### config.mk
export PLATFORM = sky130hd
export DESIGN_NAME = adc_sequence_config
export DESIGN_NICKNAME = d
export VERILOG_FILES = /design/src/rtl/adc_seq_pkg.sv /design/src/rtl/adc_sequence_config.sv
export SDC_FILE = /design/constraint.sdc
export NUM_CORES = 1
export LEC_CHECK = 0
export BUFFER_PORTS_ARGS = -buffer_cell sky130_fd_sc_hd__buf_2
export CAP_MARGIN = 5
export CORE_ASPECT_RATIO = 0.75
export CORE_MARGIN = 4
export CORE_UTILIZATION = 40
export CTS_BUF_LIST = sky130_fd_sc_hd__clkbuf_8 sky130_fd_sc_hd__clkbuf_16
export DETAILED_ROUTE_END_ITERATION = 10
export SLEW_MARGIN = 20
export SYNTH_ARGS = -nofsm -noshare
export SYNTH_HDL_FRONTEND = slang
export SYNTH_SLANG_ARGS = --single-unit
export TNS_END_PERCENT = 30
### constraint.sdc
create_clock -name core_clk_in -period 3.2 [get_ports core_clk_in]
set_input_delay 0.32 -clock core_clk_in [delete_from_list [all_inputs] [get_ports core_clk_in]]
set_output_delay 0.32 -clock core_clk_in [all_outputs]
set_load 0.01 [all_outputs]
### src/rtl/adc_seq_pkg.sv
package adc_seq_pkg;
	// ----------------------------------------------------------------
	// Register byte offsets
	// ----------------------------------------------------------------
	localparam logic [7:0] CTRL_OFFSET = 8'h00;
	localparam logic [7:0] MODE_OFFSET = 8'h04;
	localparam logic [7:0] INT_STATUS_OFFSET = 8'h08;
	localparam logic [7:0] INT_MASK_OFFSET = 8'h0c;

	// ----------------------------------------------------------------
	// Control register fields
	// ----------------------------------------------------------------
	localparam int REF_LSB = 13;
	localparam int REF_MSB = 15;
	localparam int SCAN_BIT = 10;
	localparam int CHAN_LSB = 8;
	localparam int CHAN_MSB = 9;
	localparam int HALF_BIT = 7;
	localparam int RATE_LSB = 2;
	localparam int RATE_MSB = 6;
	localparam int SPLIT_BIT = 1;

	// Mode register fields
	localparam int TWELVE_BIT = 0;
	localparam int DMA_MODE_BIT = 1;

	// Interrupt status and mask fields
	localparam int GROUP_DONE_BIT = 0;
	localparam int DMA_STEP_BIT = 1;
	localparam int INT_BITS = 2;

	// ----------------------------------------------------------------
	// Encodings and reset values
	// ----------------------------------------------------------------
	localparam logic [2:0] REF_RESET = 3'h0;
	localparam logic [2:0] REF_EXT_HIGH = 3'h1;
	localparam logic [2:0] REF_EXT_LOW = 3'h2;
	localparam logic [2:0] REF_EXT_BOTH = 3'h3;
	localparam logic [1:0] CHAN_RESET = 2'h0;
	localparam logic [1:0] CHAN_ONE = 2'h0;
	localparam logic [1:0] CHAN_TWO = 2'h1;
	localparam logic [3:0] CH_MASK_ONE = 4'h1;
	localparam logic [3:0] CH_MASK_TWO = 4'h3;
	localparam logic [3:0] CH_MASK_FOUR = 4'hf;
	localparam logic [4:0] RATE_RESET = 5'h00;
	localparam logic [INT_BITS-1:0] INT_RESET = 2'h0;
endpackage

### src/rtl/adc_sequence_config.sv
// Notes on behaviour
// - Reference code: 000/1xx supplies, 001 ext high, 010 ext low, 011 both.
// - Scan bit set steps channel 0 input while mux A samples; clear, none.
// - Channel field picks 1, 2 or 4 channels; in 12-bit mode reads zero.
// - Buffer half status is 1 while second half fills; split mode only.
// - No DMA mode: interrupt every N+1 conversions, N = low four rate bits.
// - DMA mode: DMA address steps every N+1 conversions, N = full rate field.
//
// Local design decisions: the strobed register port and the address map.
module adc_sequence_config #(
	parameter int SCAN_INPUTS = 6,
	parameter int SCAN_W = 3
) (
	input wire logic core_clk_in,
	input wire logic reset_n_in,
	input wire logic [7:0] addr_in,
	input wire logic [15:0] wdata_in,
	input wire logic wr_in,
	input wire logic rd_in,
	input wire logic conversion_done_in,
	input wire logic sample_mux_a_in,
	output logic [15:0] rdata_out,
	output logic ref_high_ext_out,
	output logic ref_low_ext_out,
	output logic scan_enable_out,
	output logic [SCAN_W-1:0] scan_input_out,
	output logic [3:0] channels_active_out,
	output logic split_buffer_mode_out,
	output logic buffer_half_out,
	output logic dma_addr_step_out,
	output logic irq_out
);

	// ----------------------------------------------------------------
	// Helpers
	// ----------------------------------------------------------------
	// Conversions per event minus one; top bit ignored without DMA mode
	function automatic logic [4:0] limit_of(input logic [4:0] rate,
		input logic dma);
		limit_of = dma ? rate : {1'b0, rate[3:0]};
	endfunction

	function automatic logic [3:0] chan_mask(input logic [1:0] sel,
		input logic twelve);
		if (twelve || sel == adc_seq_pkg::CHAN_ONE) begin
			chan_mask = adc_seq_pkg::CH_MASK_ONE;
		end else if (sel == adc_seq_pkg::CHAN_TWO) begin
			chan_mask = adc_seq_pkg::CH_MASK_TWO;
		end else begin
			chan_mask = adc_seq_pkg::CH_MASK_FOUR;
		end
	endfunction

	// ----------------------------------------------------------------
	// Register state
	// ----------------------------------------------------------------
	logic [2:0] reference_select, next_reference_select;
	logic scan_select, next_scan_select;
	logic [1:0] channel_count_select, next_channel_count_select;
	logic [4:0] increment_rate, next_increment_rate;
	logic split_buffer_mode, next_split_buffer_mode;
	logic twelve_bit_select, next_twelve_bit_select;
	logic dma_address_mode_enable, next_dma_address_mode_enable;
	logic [1:0] int_status, next_int_status;
	logic [1:0] int_mask, next_int_mask;
	logic [15:0] next_rdata;
	logic [4:0] sample_count, next_sample_count;
	logic [SCAN_W-1:0] next_scan_input;
	logic next_buffer_half;
	logic next_dma_step;
	logic next_irq;
	logic [2:0] next_ref_code;
	logic next_ref_high, next_ref_low, next_scan_enable;
	logic [3:0] next_channels;

	logic wr_ctrl, wr_mode, wr_status, wr_mask;
	logic [4:0] limit_value;
	logic group_done;
	logic group_event;

	always_comb begin
		wr_ctrl = wr_in && addr_in == adc_seq_pkg::CTRL_OFFSET;
		wr_mode = wr_in && addr_in == adc_seq_pkg::MODE_OFFSET;
		wr_status = wr_in && addr_in == adc_seq_pkg::INT_STATUS_OFFSET;
		wr_mask = wr_in && addr_in == adc_seq_pkg::INT_MASK_OFFSET;
		limit_value = limit_of(increment_rate, dma_address_mode_enable);
		group_done = conversion_done_in && sample_count == limit_value;
		group_event = group_done && !dma_address_mode_enable;
	end

	// ----------------------------------------------------------------
	// Register writes
	// ----------------------------------------------------------------
	always_comb begin
		next_reference_select = reference_select;
		next_scan_select = scan_select;
		next_channel_count_select = channel_count_select;
		next_increment_rate = increment_rate;
		next_split_buffer_mode = split_buffer_mode;
		next_twelve_bit_select = twelve_bit_select;
		next_dma_address_mode_enable = dma_address_mode_enable;
		next_int_mask = int_mask;
		if (wr_ctrl) begin
			next_reference_select =
				wdata_in[adc_seq_pkg::REF_MSB:adc_seq_pkg::REF_LSB];
			next_scan_select = wdata_in[adc_seq_pkg::SCAN_BIT];
			next_channel_count_select =
				wdata_in[adc_seq_pkg::CHAN_MSB:adc_seq_pkg::CHAN_LSB];
			next_increment_rate =
				wdata_in[adc_seq_pkg::RATE_MSB:adc_seq_pkg::RATE_LSB];
			next_split_buffer_mode = wdata_in[adc_seq_pkg::SPLIT_BIT];
		end
		if (wr_mode) begin
			next_twelve_bit_select = wdata_in[adc_seq_pkg::TWELVE_BIT];
			next_dma_address_mode_enable =
				wdata_in[adc_seq_pkg::DMA_MODE_BIT];
		end
		if (wr_mask) begin
			next_int_mask = wdata_in[adc_seq_pkg::INT_BITS-1:0];
		end
		// A new event beats a write-one-to-clear in the same cycle
		next_int_status = int_status;
		if (wr_status) begin
			next_int_status = int_status &
				~wdata_in[adc_seq_pkg::INT_BITS-1:0];
		end
		next_int_status[adc_seq_pkg::GROUP_DONE_BIT] =
			next_int_status[adc_seq_pkg::GROUP_DONE_BIT] | group_event;
		next_int_status[adc_seq_pkg::DMA_STEP_BIT] =
			next_int_status[adc_seq_pkg::DMA_STEP_BIT] |
			(group_done && dma_address_mode_enable);
	end

	// ----------------------------------------------------------------
	// Read port
	// ----------------------------------------------------------------
	always_comb begin
		next_rdata = 16'h0000;
		if (rd_in) begin
			case (addr_in)
				adc_seq_pkg::CTRL_OFFSET: begin
					next_rdata[adc_seq_pkg::REF_MSB:adc_seq_pkg::REF_LSB] =
						reference_select;
					next_rdata[adc_seq_pkg::SCAN_BIT] = scan_select;
					// Field unimplemented in 12-bit operation
					if (!twelve_bit_select) begin
						next_rdata[adc_seq_pkg::CHAN_MSB:adc_seq_pkg::CHAN_LSB] =
							channel_count_select;
					end
					next_rdata[adc_seq_pkg::HALF_BIT] = buffer_half_out;
					next_rdata[adc_seq_pkg::RATE_MSB:adc_seq_pkg::RATE_LSB] =
						increment_rate;
					next_rdata[adc_seq_pkg::SPLIT_BIT] = split_buffer_mode;
				end
				adc_seq_pkg::MODE_OFFSET: begin
					next_rdata[adc_seq_pkg::TWELVE_BIT] = twelve_bit_select;
					next_rdata[adc_seq_pkg::DMA_MODE_BIT] =
						dma_address_mode_enable;
				end
				adc_seq_pkg::INT_STATUS_OFFSET: begin
					next_rdata[adc_seq_pkg::INT_BITS-1:0] = int_status;
				end
				adc_seq_pkg::INT_MASK_OFFSET: begin
					next_rdata[adc_seq_pkg::INT_BITS-1:0] = int_mask;
				end
				default: begin
					next_rdata = 16'h0000;
				end
			endcase
		end
	end

	// ----------------------------------------------------------------
	// Sequencing
	// ----------------------------------------------------------------
	always_comb begin
		// Reprogramming restarts the count so no stale limit is crossed
		if (wr_ctrl || wr_mode) begin
			next_sample_count = 5'h00;
		end else if (group_done) begin
			next_sample_count = 5'h00;
		end else if (conversion_done_in) begin
			next_sample_count = sample_count + 5'h01;
		end else begin
			next_sample_count = sample_count;
		end
		next_dma_step = group_done && dma_address_mode_enable;

		next_buffer_half = buffer_half_out;
		if (!split_buffer_mode) begin
			next_buffer_half = 1'b0;
		end else if (group_done) begin
			next_buffer_half = !buffer_half_out;
		end

		next_scan_input = scan_input_out;
		if (!scan_select) begin
			next_scan_input = '0;
		end else if (conversion_done_in && sample_mux_a_in) begin
			if (scan_input_out == SCAN_W'(SCAN_INPUTS - 1)) begin
				next_scan_input = '0;
			end else begin
				next_scan_input = scan_input_out + SCAN_W'(1);
			end
		end

		// Codes 1xx fall back to the analog supplies
		next_ref_code = reference_select;
		if (reference_select[adc_seq_pkg::REF_MSB - adc_seq_pkg::REF_LSB]) begin
			next_ref_code = adc_seq_pkg::REF_RESET;
		end
		next_ref_high = next_ref_code == adc_seq_pkg::REF_EXT_HIGH ||
			next_ref_code == adc_seq_pkg::REF_EXT_BOTH;
		next_ref_low = next_ref_code == adc_seq_pkg::REF_EXT_LOW ||
			next_ref_code == adc_seq_pkg::REF_EXT_BOTH;
		next_scan_enable = scan_select && sample_mux_a_in;
		next_channels = chan_mask(channel_count_select,
			twelve_bit_select);
		next_irq = |(int_status & int_mask);
	end

	always_ff @(posedge core_clk_in or negedge reset_n_in) begin
		if (!reset_n_in) begin
			reference_select <= adc_seq_pkg::REF_RESET;
			scan_select <= 1'b0;
			channel_count_select <= adc_seq_pkg::CHAN_RESET;
			increment_rate <= adc_seq_pkg::RATE_RESET;
			split_buffer_mode <= 1'b0;
			twelve_bit_select <= 1'b0;
			dma_address_mode_enable <= 1'b0;
			int_status <= adc_seq_pkg::INT_RESET;
			int_mask <= adc_seq_pkg::INT_RESET;
			sample_count <= 5'h00;
			rdata_out <= 16'h0000;
			ref_high_ext_out <= 1'b0;
			ref_low_ext_out <= 1'b0;
			scan_enable_out <= 1'b0;
			scan_input_out <= '0;
			channels_active_out <= adc_seq_pkg::CH_MASK_ONE;
			split_buffer_mode_out <= 1'b0;
			buffer_half_out <= 1'b0;
			dma_addr_step_out <= 1'b0;
			irq_out <= 1'b0;
		end else begin
			reference_select <= next_reference_select;
			scan_select <= next_scan_select;
			channel_count_select <= next_channel_count_select;
			increment_rate <= next_increment_rate;
			split_buffer_mode <= next_split_buffer_mode;
			twelve_bit_select <= next_twelve_bit_select;
			dma_address_mode_enable <= next_dma_address_mode_enable;
			int_status <= next_int_status;
			int_mask <= next_int_mask;
			sample_count <= next_sample_count;
			rdata_out <= next_rdata;
			ref_high_ext_out <= next_ref_high;
			ref_low_ext_out <= next_ref_low;
			scan_enable_out <= next_scan_enable;
			scan_input_out <= next_scan_input;
			channels_active_out <= next_channels;
			split_buffer_mode_out <= split_buffer_mode;
			buffer_half_out <= next_buffer_half;
			dma_addr_step_out <= next_dma_step;
			irq_out <= next_irq;
		end
	end
endmodule // adc_sequence_config

==> metrics, run 1 <==
Worst Max-Slew Pin Slew=0.679 ns; Netlist cell types=39; Routed WL per cell=13.9 um; Fill cells=462; hold buffers post-CTS=0; Mapped Cells=159; DRT antenna net count=0; depth of the CTS H-tree=2; FF+latch count, synth=49; final period utilization=52.6%; CTS root buf=clkbuf_8; GRT overflow=0; Nets=243; FFs w/ async S/R, synth=100%; CTS sink count=49; port bufs=53; CTS tree=done; CP max FO=12; Post-Layout Cell Count=273; Die ar.=0.00639 mm2; crit path cell chain=buf_2 -> nor4_4 -> nand4_1 -> mux2_2; commonest non-fill, non-tap cell in the layout=buf_2; syn_area_per_cell=13.0 um2; gpl congestion=0.805; Max Clk Rate=594 MHz; number of setup buffers added after CTS=0; Bufs on Longest Clock Path=2; placed instance count=265; crit path max-delay cell type=nand4_1; status=finished clean; ant diodes=0; 1st-iter DRT viols=58; CTS resizes=0; final wirelength=3790 um; clock skew=0.0107 ns; Hold Crit Class=input pin to async pin; largest net degree at the start of global routing=50; top_reg_cell synth=dfrtp_1; GR Util All Layers=12.7%; Detailed Routing Iterations Pass 1=5; required time worst endpoint=3.38 ns; TritonCTS buffer count=5; CP endpoint kind=flip-flop; leakage power=1.33 nW; total negative slack=0 ns; vias in the first global route=1,236; Remaining DRCs=0; num rows=22; area grow syn2layout=19.2%; EDFF count, synth=0; Final setup viols=0; Die W=91.0 um; Max Cap Violations=0; CP arrival=1.86 ns; final hold violations=0; critical path class=input pin to flip-flop; io pins=60; antenna violations before repair=0; Die H=70.2 um; detailed-route vias per instance=4.85; clk slew on worst S/H paths=0.09 ns; Skew-Pair Late Insertion Delay=0.30 ns; hold slack=0.0212 ns; Initial Util=41.7%; Rel. slew slack=54.6%; CP peak stage delay=0.59 ns; Tmin final=1.68 ns; Seq/Total Area, Yosys=59.4%; PD cells=523 mW/mm2; yosys warns=0; CORE AREA=0.00495 mm2; critical path buffer and inverter count=1; most frequent cells in the layout=buf_2, dfrtp_1, and2_1, mux2_2, nor2_1; first-pass GRT wire length=6280 um; total power=1.29 mW; vias=1,325; CP top delay family=simple AND/OR/NAND/NOR gates; Netlist Area Pre-Place=0.00206 mm2; RSZ-0062 raised after global routing=no; share of cells above drive strength 1=39.0%; Slew Viols, Final=0; Max VDD drop=178 uV; Startpoint Class=input pin
[routing by layer]
layer | GRT usage, % | vias to the layer above | wire [um] | part of all wire [%]
met2 | 17.7 | 40 | 1720 | 45
met4 | 6.02 | 0 | 76 | 2.0
li1 | - | 648 | - | -
met1 | 18.1 | 630 | 1780 | 47
met3 | 3.44 | 7 | 222 | 5.9
met5 | 0 | - | 0 | 0
[cell usage after synthesis, drive strengths merged, types with 3 or more instances]
cell type,n,area (um2)
nor2,8,30.0
and2,14,87.6
a22o,3,26.3
dfrtp,49,1230
and3,4,25.0
nand2,4,22.5
nor4,5,61.3
a21oi,4,20.0
xor2,3,26.3
nand3,4,20.0
nor2b,6,37.5
buf,7,60.1
mux2,16,188
[stage by stage]
stage / instance area, um2 / worst slack, ns / utilization, %
floorplan: 2070 / 1.76 / -
global placement: 2350 / 1.18 / 47.4
detailed placement: 2350 / 1.15 / 47.4
CTS: 2460 / 1.48 / 49.6
global route: 2460 / 1.35 / 49.7
finish: 2460 / 1.52 / 49.7
[cells by family after synthesis]
group	synth area share (%)
muxes	11.2
xor gates and xnor gates	2.12
and+or+nand+nor	18.6
buffers and inverters	3.70
adders and majority gates	0.606
DFF	59.4
other	0.364
AOI/OAI and AO/OA	4.06
[final timing paths]
check,cells past startpoint,to,slack [ns],startpoint
min in group core_clk_in,2,channel_count_select[0]$_DFFE_PN0P_,0.24,wdata_in[8]
worst min register to register,0,split_buffer_mode_out$_DFF_PN0_,0.47,split_buffer_mode$_DFFE_PN0P_
max in group asynchronous,1,sample_count[1]$_DFFE_PN0P_,2.78,reset_n_in
worst min-delay path,1,rdata_out[14]$_DFF_PN0_,0.02,reset_n_in
worst max register to register,4,sample_count[1]$_DFFE_PN0P_,1.67,dma_address_mode_enable$_DFFE_PN0P_
worst max-delay path,4,scan_select$_DFFE_PN0P_,1.52,addr_in[5]
[layout make-up]
class / instances / area [um2] / share of cell area (%)
inverter: 2 / 7.51 / 0.305
multi-input combinational: 100 / 766 / 31.1
clock buffer: 5 / 68.8 / 2.80
tap: 60 / 75.1 / 3.05
timing repair buffer: 54 / 275 / 11.2
sequential: 49 / 1230 / 49.8
clock inverter: 3 / 42.5 / 1.73
[where the power goes]
group / switching [mW] / internal, mW / leakage (nW)
sequential: 0.0398 / 0.657 / 0.670
combinational: 0.0812 / 0.0784 / 0.597
clock: 0.199 / 0.231 / 0.0595
total: 0.320 / 0.967 / 1.33
[state kept, by name, indices dropped and copies added (netlist names)]
name and cells:
buffer_half_out 1, channel_count_select 2, channels_active_out 2, dma_addr_step_out 1, dma_address_mode_enable 1, increment_rate 5, int_mask 2, int_status 2
irq_out 1, rdata_out 14, ref_high_ext_out 1, ref_low_ext_out 1, reference_select 3, sample_count 5, scan_enable_out 1, scan_input_out 3
scan_select 1, split_buffer_mode 1, split_buffer_mode_out 1, twelve_bit_select 1
[worst register-to-register path: stages, from the launching register on]
cell	delay [ns]
dfrtp_1	0.46
a21oi_1	0.17
o211ai_1	0.15
nor4_4	0.44
o31ai_1	0.17
Power figures use the tool's default switching activity.
==> run 2, diff against run 1 <==
--- a/config.mk
+++ b/config.mk
@@ -5,6 +5,7 @@
 export SDC_FILE = /design/constraint.sdc
 export NUM_CORES = 1
 export LEC_CHECK = 0
+export ABC_AREA = 1
 export BUFFER_PORTS_ARGS = -buffer_cell sky130_fd_sc_hd__buf_2
 export CAP_MARGIN = 5
 export CORE_ASPECT_RATIO = 0.75
==> constraint.sdc (replaced) <==
create_clock -name core_clk_in -period 1.6 [get_ports core_clk_in]
set_input_delay 0.16 -clock core_clk_in [delete_from_list [all_inputs] [get_ports core_clk_in]]
set_output_delay 0.16 -clock core_clk_in [all_outputs]
set_load 0.01 [all_outputs]
==> run 2 against run 1 <==
Against the previous run: global-route usage increased by 0.39 points; cell area rose by 7.4%; worst hold slack better by 0.045 ns; setup slack got worse by 1.2 ns; count of clock-buffer cells in the layout stayed put; largest power group unchanged; sequential share of layout area decreased by 3.4 points; critical path depth up 3; highest routed layer unchanged; area after synthesis increased by 6.7%; first-iteration DRC count increased by 24%; synthesized cell count up 55%; total power up 120%; die area increased by 6.0%.
==> metrics, run 2 <==
detailed-route vias per instance=4.45; final wirelength=4270 um; clock skew=0.00971 ns; number of setup buffers added after CTS=0; Slew Viols, Final=0; Hold Crit Class=input pin to flip-flop; final core utilization=49.4%; largest registers=rdata_out: 14 flops, increment_rate: 5 flops, sample_count: 5 flops; CP max FO=5; fin area=0.00264 mm2; yosys warns=0; FF+latch count, synth=49; most frequent cells in the layout=buf_2, dfrtp_1, nand2_1, nor2_1, inv_1; met1 usage in global routing=19.0%; dpl cell area=0.00254 mm2; antenna violations before repair=0; Netlist Area Pre-Place=0.00220 mm2; Die ar.=0.00677 mm2; commonest non-fill, non-tap cell in the layout=buf_2; simple-gate share of the synthesized area=24.0%; area grow syn2layout=19.9%; Detailed Routing Iterations Pass 1=4; CTS tree=done; clk slew on worst S/H paths=0.10 ns; syn_area_per_cell=8.96 um2; met2 Usage GRT=19.1%; Max Cap Violations=0; vias=1,683; main combinational cell family by area after synthesis=simple AND/OR/NAND/NOR gates; top-area cell type share of the netlist area=55.7%; Synth area leaders=dfrtp_1, nand2_1, nor2_1; critical path class=flip-flop to flip-flop; Die H=72.3 um; RSZ-0062 raised after global routing=no; first-pass GRT wire length=6970 um; TritonCTS buffer count=5; required time worst endpoint=1.83 ns; Skew-Pair Late Insertion Delay=0.30 ns; num rows=23; CORE AREA=0.00535 mm2; CP arrival=1.50 ns; Initial Util=41.2%; CP endpoint kind=flip-flop; Startpoint Class=flip-flop; share of cells above drive strength 1=29.7%; gpl congestion=0.799; Final setup viols=0; port bufs=53; area leader, netlist=dfrtp_1; final period utilization=79.2%; M3 GR Usage=4.87%; Post-synth top cells=dfrtp_1, nand2_1, nor2_1; Compound-Gate Fraction of Synth Area=8.97%; EDFF count, synth=0; Routed WL per cell=11.3 um; mux contribution to synthesized area=0%; Seq/Total Area, Yosys=55.7%; Netlist cell types=27; Remaining DRCs=0; CTS root buf=clkbuf_8; top-count cell post-synth=dfrtp_1; Tmin final=1.27 ns; GRT overflow=0; max reg flops=14; Max Clk Rate=790 MHz; Mapped Cells=246; io pins=60; gr busiest metal=met2; DRT antenna net count=0; Synth Area in XOR/XNOR=1.19%; status=finished clean; Bufs on Longest Clock Path=2; FFs w/ async S/R, synth=100%; Max VDD drop=477 uV; PD cells=1060 mW/mm2; top_reg_cell synth=dfrtp_1; depth of the CTS H-tree=2; GR Util All Layers=13.1%; vias in the first global route=1,525; Detail Placement HPWL=3190 um; ant diodes=0; final hold violations=0; Die W=93.7 um; 1st-iter DRT viols=72; Nets=333; adder-cell area share of the yosys netlist=0.568%; leakage power=1.51 nW; largest net degree at the start of global routing=50; total negative slack=0 ns; Reg with most FFs=rdata_out; CTS sink count=49
[run 2: cell types whose count changed after synthesis, moves of 6 or more]
cell | before | now
a21oi_2 | 0 | 11
and2_1 | 14 | 0
inv_1 | 2 | 33
mux2_2 | 14 | 0
nand2_1 | 3 | 48
nand3_1 | 4 | 14
nor2_1 | 8 | 35
nor2b_1 | 6 | 0
o21ai_0 | 2 | 9
[run 2: cell type report]
| class | count | area, um2 |
|---|---|---|
| multi-input combinational | 154 | 777 |
| clock buffer | 5 | 68.8 |
| timing repair buffer | 56 | 315 |
| inverter | 36 | 135 |
| fill | 532 | 2710 |
| sequential | 49 | 1230 |
| tap | 75 | 93.8 |
| clock inverter | 3 | 26.3 |
[run 2: per-stage QoR]
| stage | std cells | hold slack [ns] | setup WS, ns | power (mW) |
|---|---|---|---|---|
| 6_report | 378 | 0.0659 | 0.333 | 2.80 |
| 5_1_grt | 378 | 0.0603 | 0.161 | 3.02 |
| 4_1_cts | 378 | 0.0554 | 0.300 | 2.84 |
| 3_5_place_dp | 369 | 0.172 | 0.298 | 2.08 |
| 3_3_place_gp | 369 | 0.170 | 0.333 | 2.07 |
| 2_1_floorplan | 247 | -0.136 | 0.439 | 1.88 |
[run 2: critical path, stage by stage, from the launching register on]
cell	delay, ns
dfrtp_1	0.43
ha_1	0.24
nand3_1	0.11
xor2_1	0.15
nand2_1	0.06
nor2_1	0.10
nand2_1	0.05
o21ai_1	0.07
[run 2: kinds of logic after synthesis]
family,count (synthesis)
DFF,49
other,2
AOI/OAI and AO/OA,30
and+or+nand+nor,117
xor gates and xnor gates,3
adders and majority gates,1
buffers and inverters,44
[run 2: power breakdown]
group	total (mW)	switching (mW)	internal, mW
registers	1.49	0.122	1.37
clock network	0.749	0.431	0.318
logic	0.558	0.328	0.230
total	2.80	0.882	1.92
[run 2: layer usage]
metal	vias to the layer above	routed length, um
li1	869	-
met1	767	2140
met2	45	1830
met3	2	291
met4	0	17
met5	-	0
[run 2: what timing repair did]
action / CTS / global route
resized for setup: 0 / 0
hold buffers: 1 / 0
hold endpoints to repair: 49 / 0
[run 2: worst paths after layout]
kind,startpoint,end,slack [ns],cells after the start
max,sample_count[0]$_DFFE_PN0P_,sample_count[4]$_DFFE_PN0P_,0.33,7
min,sample_mux_a_in,scan_enable_out$_DFF_PN0_,0.07,3
max reg2reg,sample_count[0]$_DFFE_PN0P_,sample_count[4]$_DFFE_PN0P_,0.33,7
min reg2reg,reference_select[2]$_DFFE_PN0P_,ref_low_ext_out$_DFF_PN0_,0.47,1
max in group asynchronous,reset_n_in,sample_count[3]$_DFFE_PN0P_,1.01,3
min in group asynchronous,reset_n_in,ref_high_ext_out$_DFF_PN0_,0.37,3
==> run 3, diff against run 2 <==
==> constraint.sdc (replaced) <==
create_clock -name core_clk_in -period 1.2 [get_ports core_clk_in]
set_input_delay 0.12 -clock core_clk_in [delete_from_list [all_inputs] [get_ports core_clk_in]]
set_output_delay 0.12 -clock core_clk_in [all_outputs]
set_load 0.01 [all_outputs]
==> run 3 against run 2 <==
Against the previous run: first-iteration DRC count did not move; largest power group unchanged; count of clock-buffer cells in the layout did not move; flip-flop and latch count did not move; clock skew barely moved; clock power rose by 58%; global-route usage rose by 0.78 points; critical path type unchanged; combinational power rose by 79%.
==> metrics, run 3 (synthesis results as in run 2) <==
status=finished clean; Max VDD drop=649 uV; switch share=29.7%; port bufs=53; internal power=2.93 mW; fin area=0.00285 mm2; Max Cap Violations=0; DRT antenna net count=0; final period utilization=99.1%; total negative slack=0 ns; io pins=60; RSZ-0062 raised after global routing=yes; 1st-iter DRT viols=72; CP max FO=4; Skew-Pair Late Insertion Delay=0.30 ns; first-pass GRT wire length=7280 um; Sequential Power Share=47.6%; detailed-route vias per instance=4.43; leakage power=1.63 nW; Bufs on Longest Clock Path=2; Initial Util=41.2%; Startpoint Class=flip-flop; CTS tree=done; critical path class=flip-flop to flip-flop; GRT overflow=0; TritonCTS buffer count=5; most frequent cells in the layout=buf_2, dfrtp_1, nand2_1, nor2_1, inv_1; PD cells=1460 mW/mm2; Hold Crit Class=input pin to flip-flop; CORE AREA=0.00535 mm2; required time worst endpoint=1.43 ns; crit path max-delay cell type=dfrtp_2; Tmin final=1.19 ns; Die H=72.3 um; Slew Viols, Final=0; clock power share=28.4%; Final setup viols=0; share of cells above drive strength 1=37.4%; Die W=93.7 um; vias in the first global route=1,587; ant diodes=0; max reg flops=14; final wirelength=4500 um; M3 GR Usage=3.83%; depth of the CTS H-tree=2; Fill cells=504; Comb power frac=24.1%; Detailed Routing Iterations Pass 1=4; vias=1,756; Remaining DRCs=0; num rows=23; CP top delay family=flip-flops; Detail Placement HPWL=3460 um; most frequent CP cell=nand2_1; CTS sink count=49; dpl cell area=0.00268 mm2; Psw=1.24 mW; Setup WS pre-CTS=-0.0185 ns; GR Util All Layers=13.9%; largest registers=rdata_out: 14 flops, increment_rate: 5 flops, sample_count: 5 flops; critical path buffer and inverter count=0; clk slew on worst S/H paths=0.10 ns; commonest non-fill, non-tap cell in the layout=buf_2; hold slack=0.0191 ns; Routed WL per cell=11.4 um; gpl congestion=0.806; clock skew=0.0101 ns; crit path cell chain=ha_2 -> nand3_2 -> xor2_1 -> nand2_1 -> nor2_1 -> nand2_1 -> o21ai_1; Max Clk Rate=841 MHz; CP peak stage delay=0.45 ns; CP arrival=1.41 ns; final hold violations=0; Reg with most FFs=rdata_out; Worst Slack Setup Final=0.0112 ns; CTS root buf=clkbuf_8; Die ar.=0.00677 mm2; met1 usage in global routing=19.8%; final core utilization=53.3%; met2 Usage GRT=20.6%; gr busiest metal=met2; antenna violations before repair=0; Nets=351; area grow syn2layout=29.5%; CP endpoint kind=flip-flop; largest net degree at the start of global routing=20
## run 3: worst register-to-register path, stage by stage (launching register included)
cell     delay [ns]
dfrtp_2        0.45
ha_2           0.20
nand3_2        0.07
xor2_1         0.13
nand2_1        0.06
nor2_1         0.08
nand2_1        0.06
o21ai_1        0.07
## run 3: area by class of cell
type	instances	area (um2)	share of cell area [%]
repair buffers	74	479	16.8
well taps	75	93.8	3.29
clock inverters	3	43.8	1.53
clock buffers	5	68.8	2.41
flip-flops and latches	49	1230	43.0
multi-input cells	154	806	28.2
inverters	36	135	4.73
## run 3: layer usage
metal / up-vias / routed length, um
li1: 904 / -
met1: 803 / 2250
met2: 45 / 1920
met3: 4 / 286
met4: 0 / 41
met5: - / 0
## run 3: what timing repair did
item	in CTS	in global routing
endpoints found under the hold margin	14	0
resized for setup	4	9
setup endpoints to repair	3	9
pin swaps	2	15
hold buffers	1	0
buffers inserted	2	1
## run 3: path summary, 6_finish.rpt
path | start | to | slack [ns] | depth (start not counted)
hold / removal | sample_mux_a_in | scan_enable_out$_DFF_PN0_ | 0.02 | 3
setup / recovery | sample_count[1]$_DFFE_PN0P_ | sample_count[4]$_DFFE_PN0P_ | 0.01 | 7
min in group asynchronous | reset_n_in | reference_select[0]$_DFFE_PN0P_ | 0.28 | 2
setup reg to reg | sample_count[1]$_DFFE_PN0P_ | sample_count[4]$_DFFE_PN0P_ | 0.01 | 7
hold reg to reg | reference_select[2]$_DFFE_PN0P_ | ref_high_ext_out$_DFF_PN0_ | 0.47 | 1
max in group asynchronous | reset_n_in | sample_count[1]$_DFFE_PN0P_ | 0.46 | 3
## run 3: stage by stage
stage	std cells	power (mW)
floorplan	247	2.51
global placement	384	2.90
detailed placement	384	2.91
CTS	395	4.14
global route	396	4.44
finish	396	4.17
## run 3: power groups by stage
stage / registers, mW / clock network, mW / logic (mW)
after floorplan: 2.02 / 0 / 0.489
after global placement: 1.99 / 0 / 0.903
after detailed placement: 2.00 / 0 / 0.911
after CTS: 1.97 / 1.22 / 0.955
after global routing: 2.01 / 1.29 / 1.13
final: 1.98 / 1.18 / 1.00
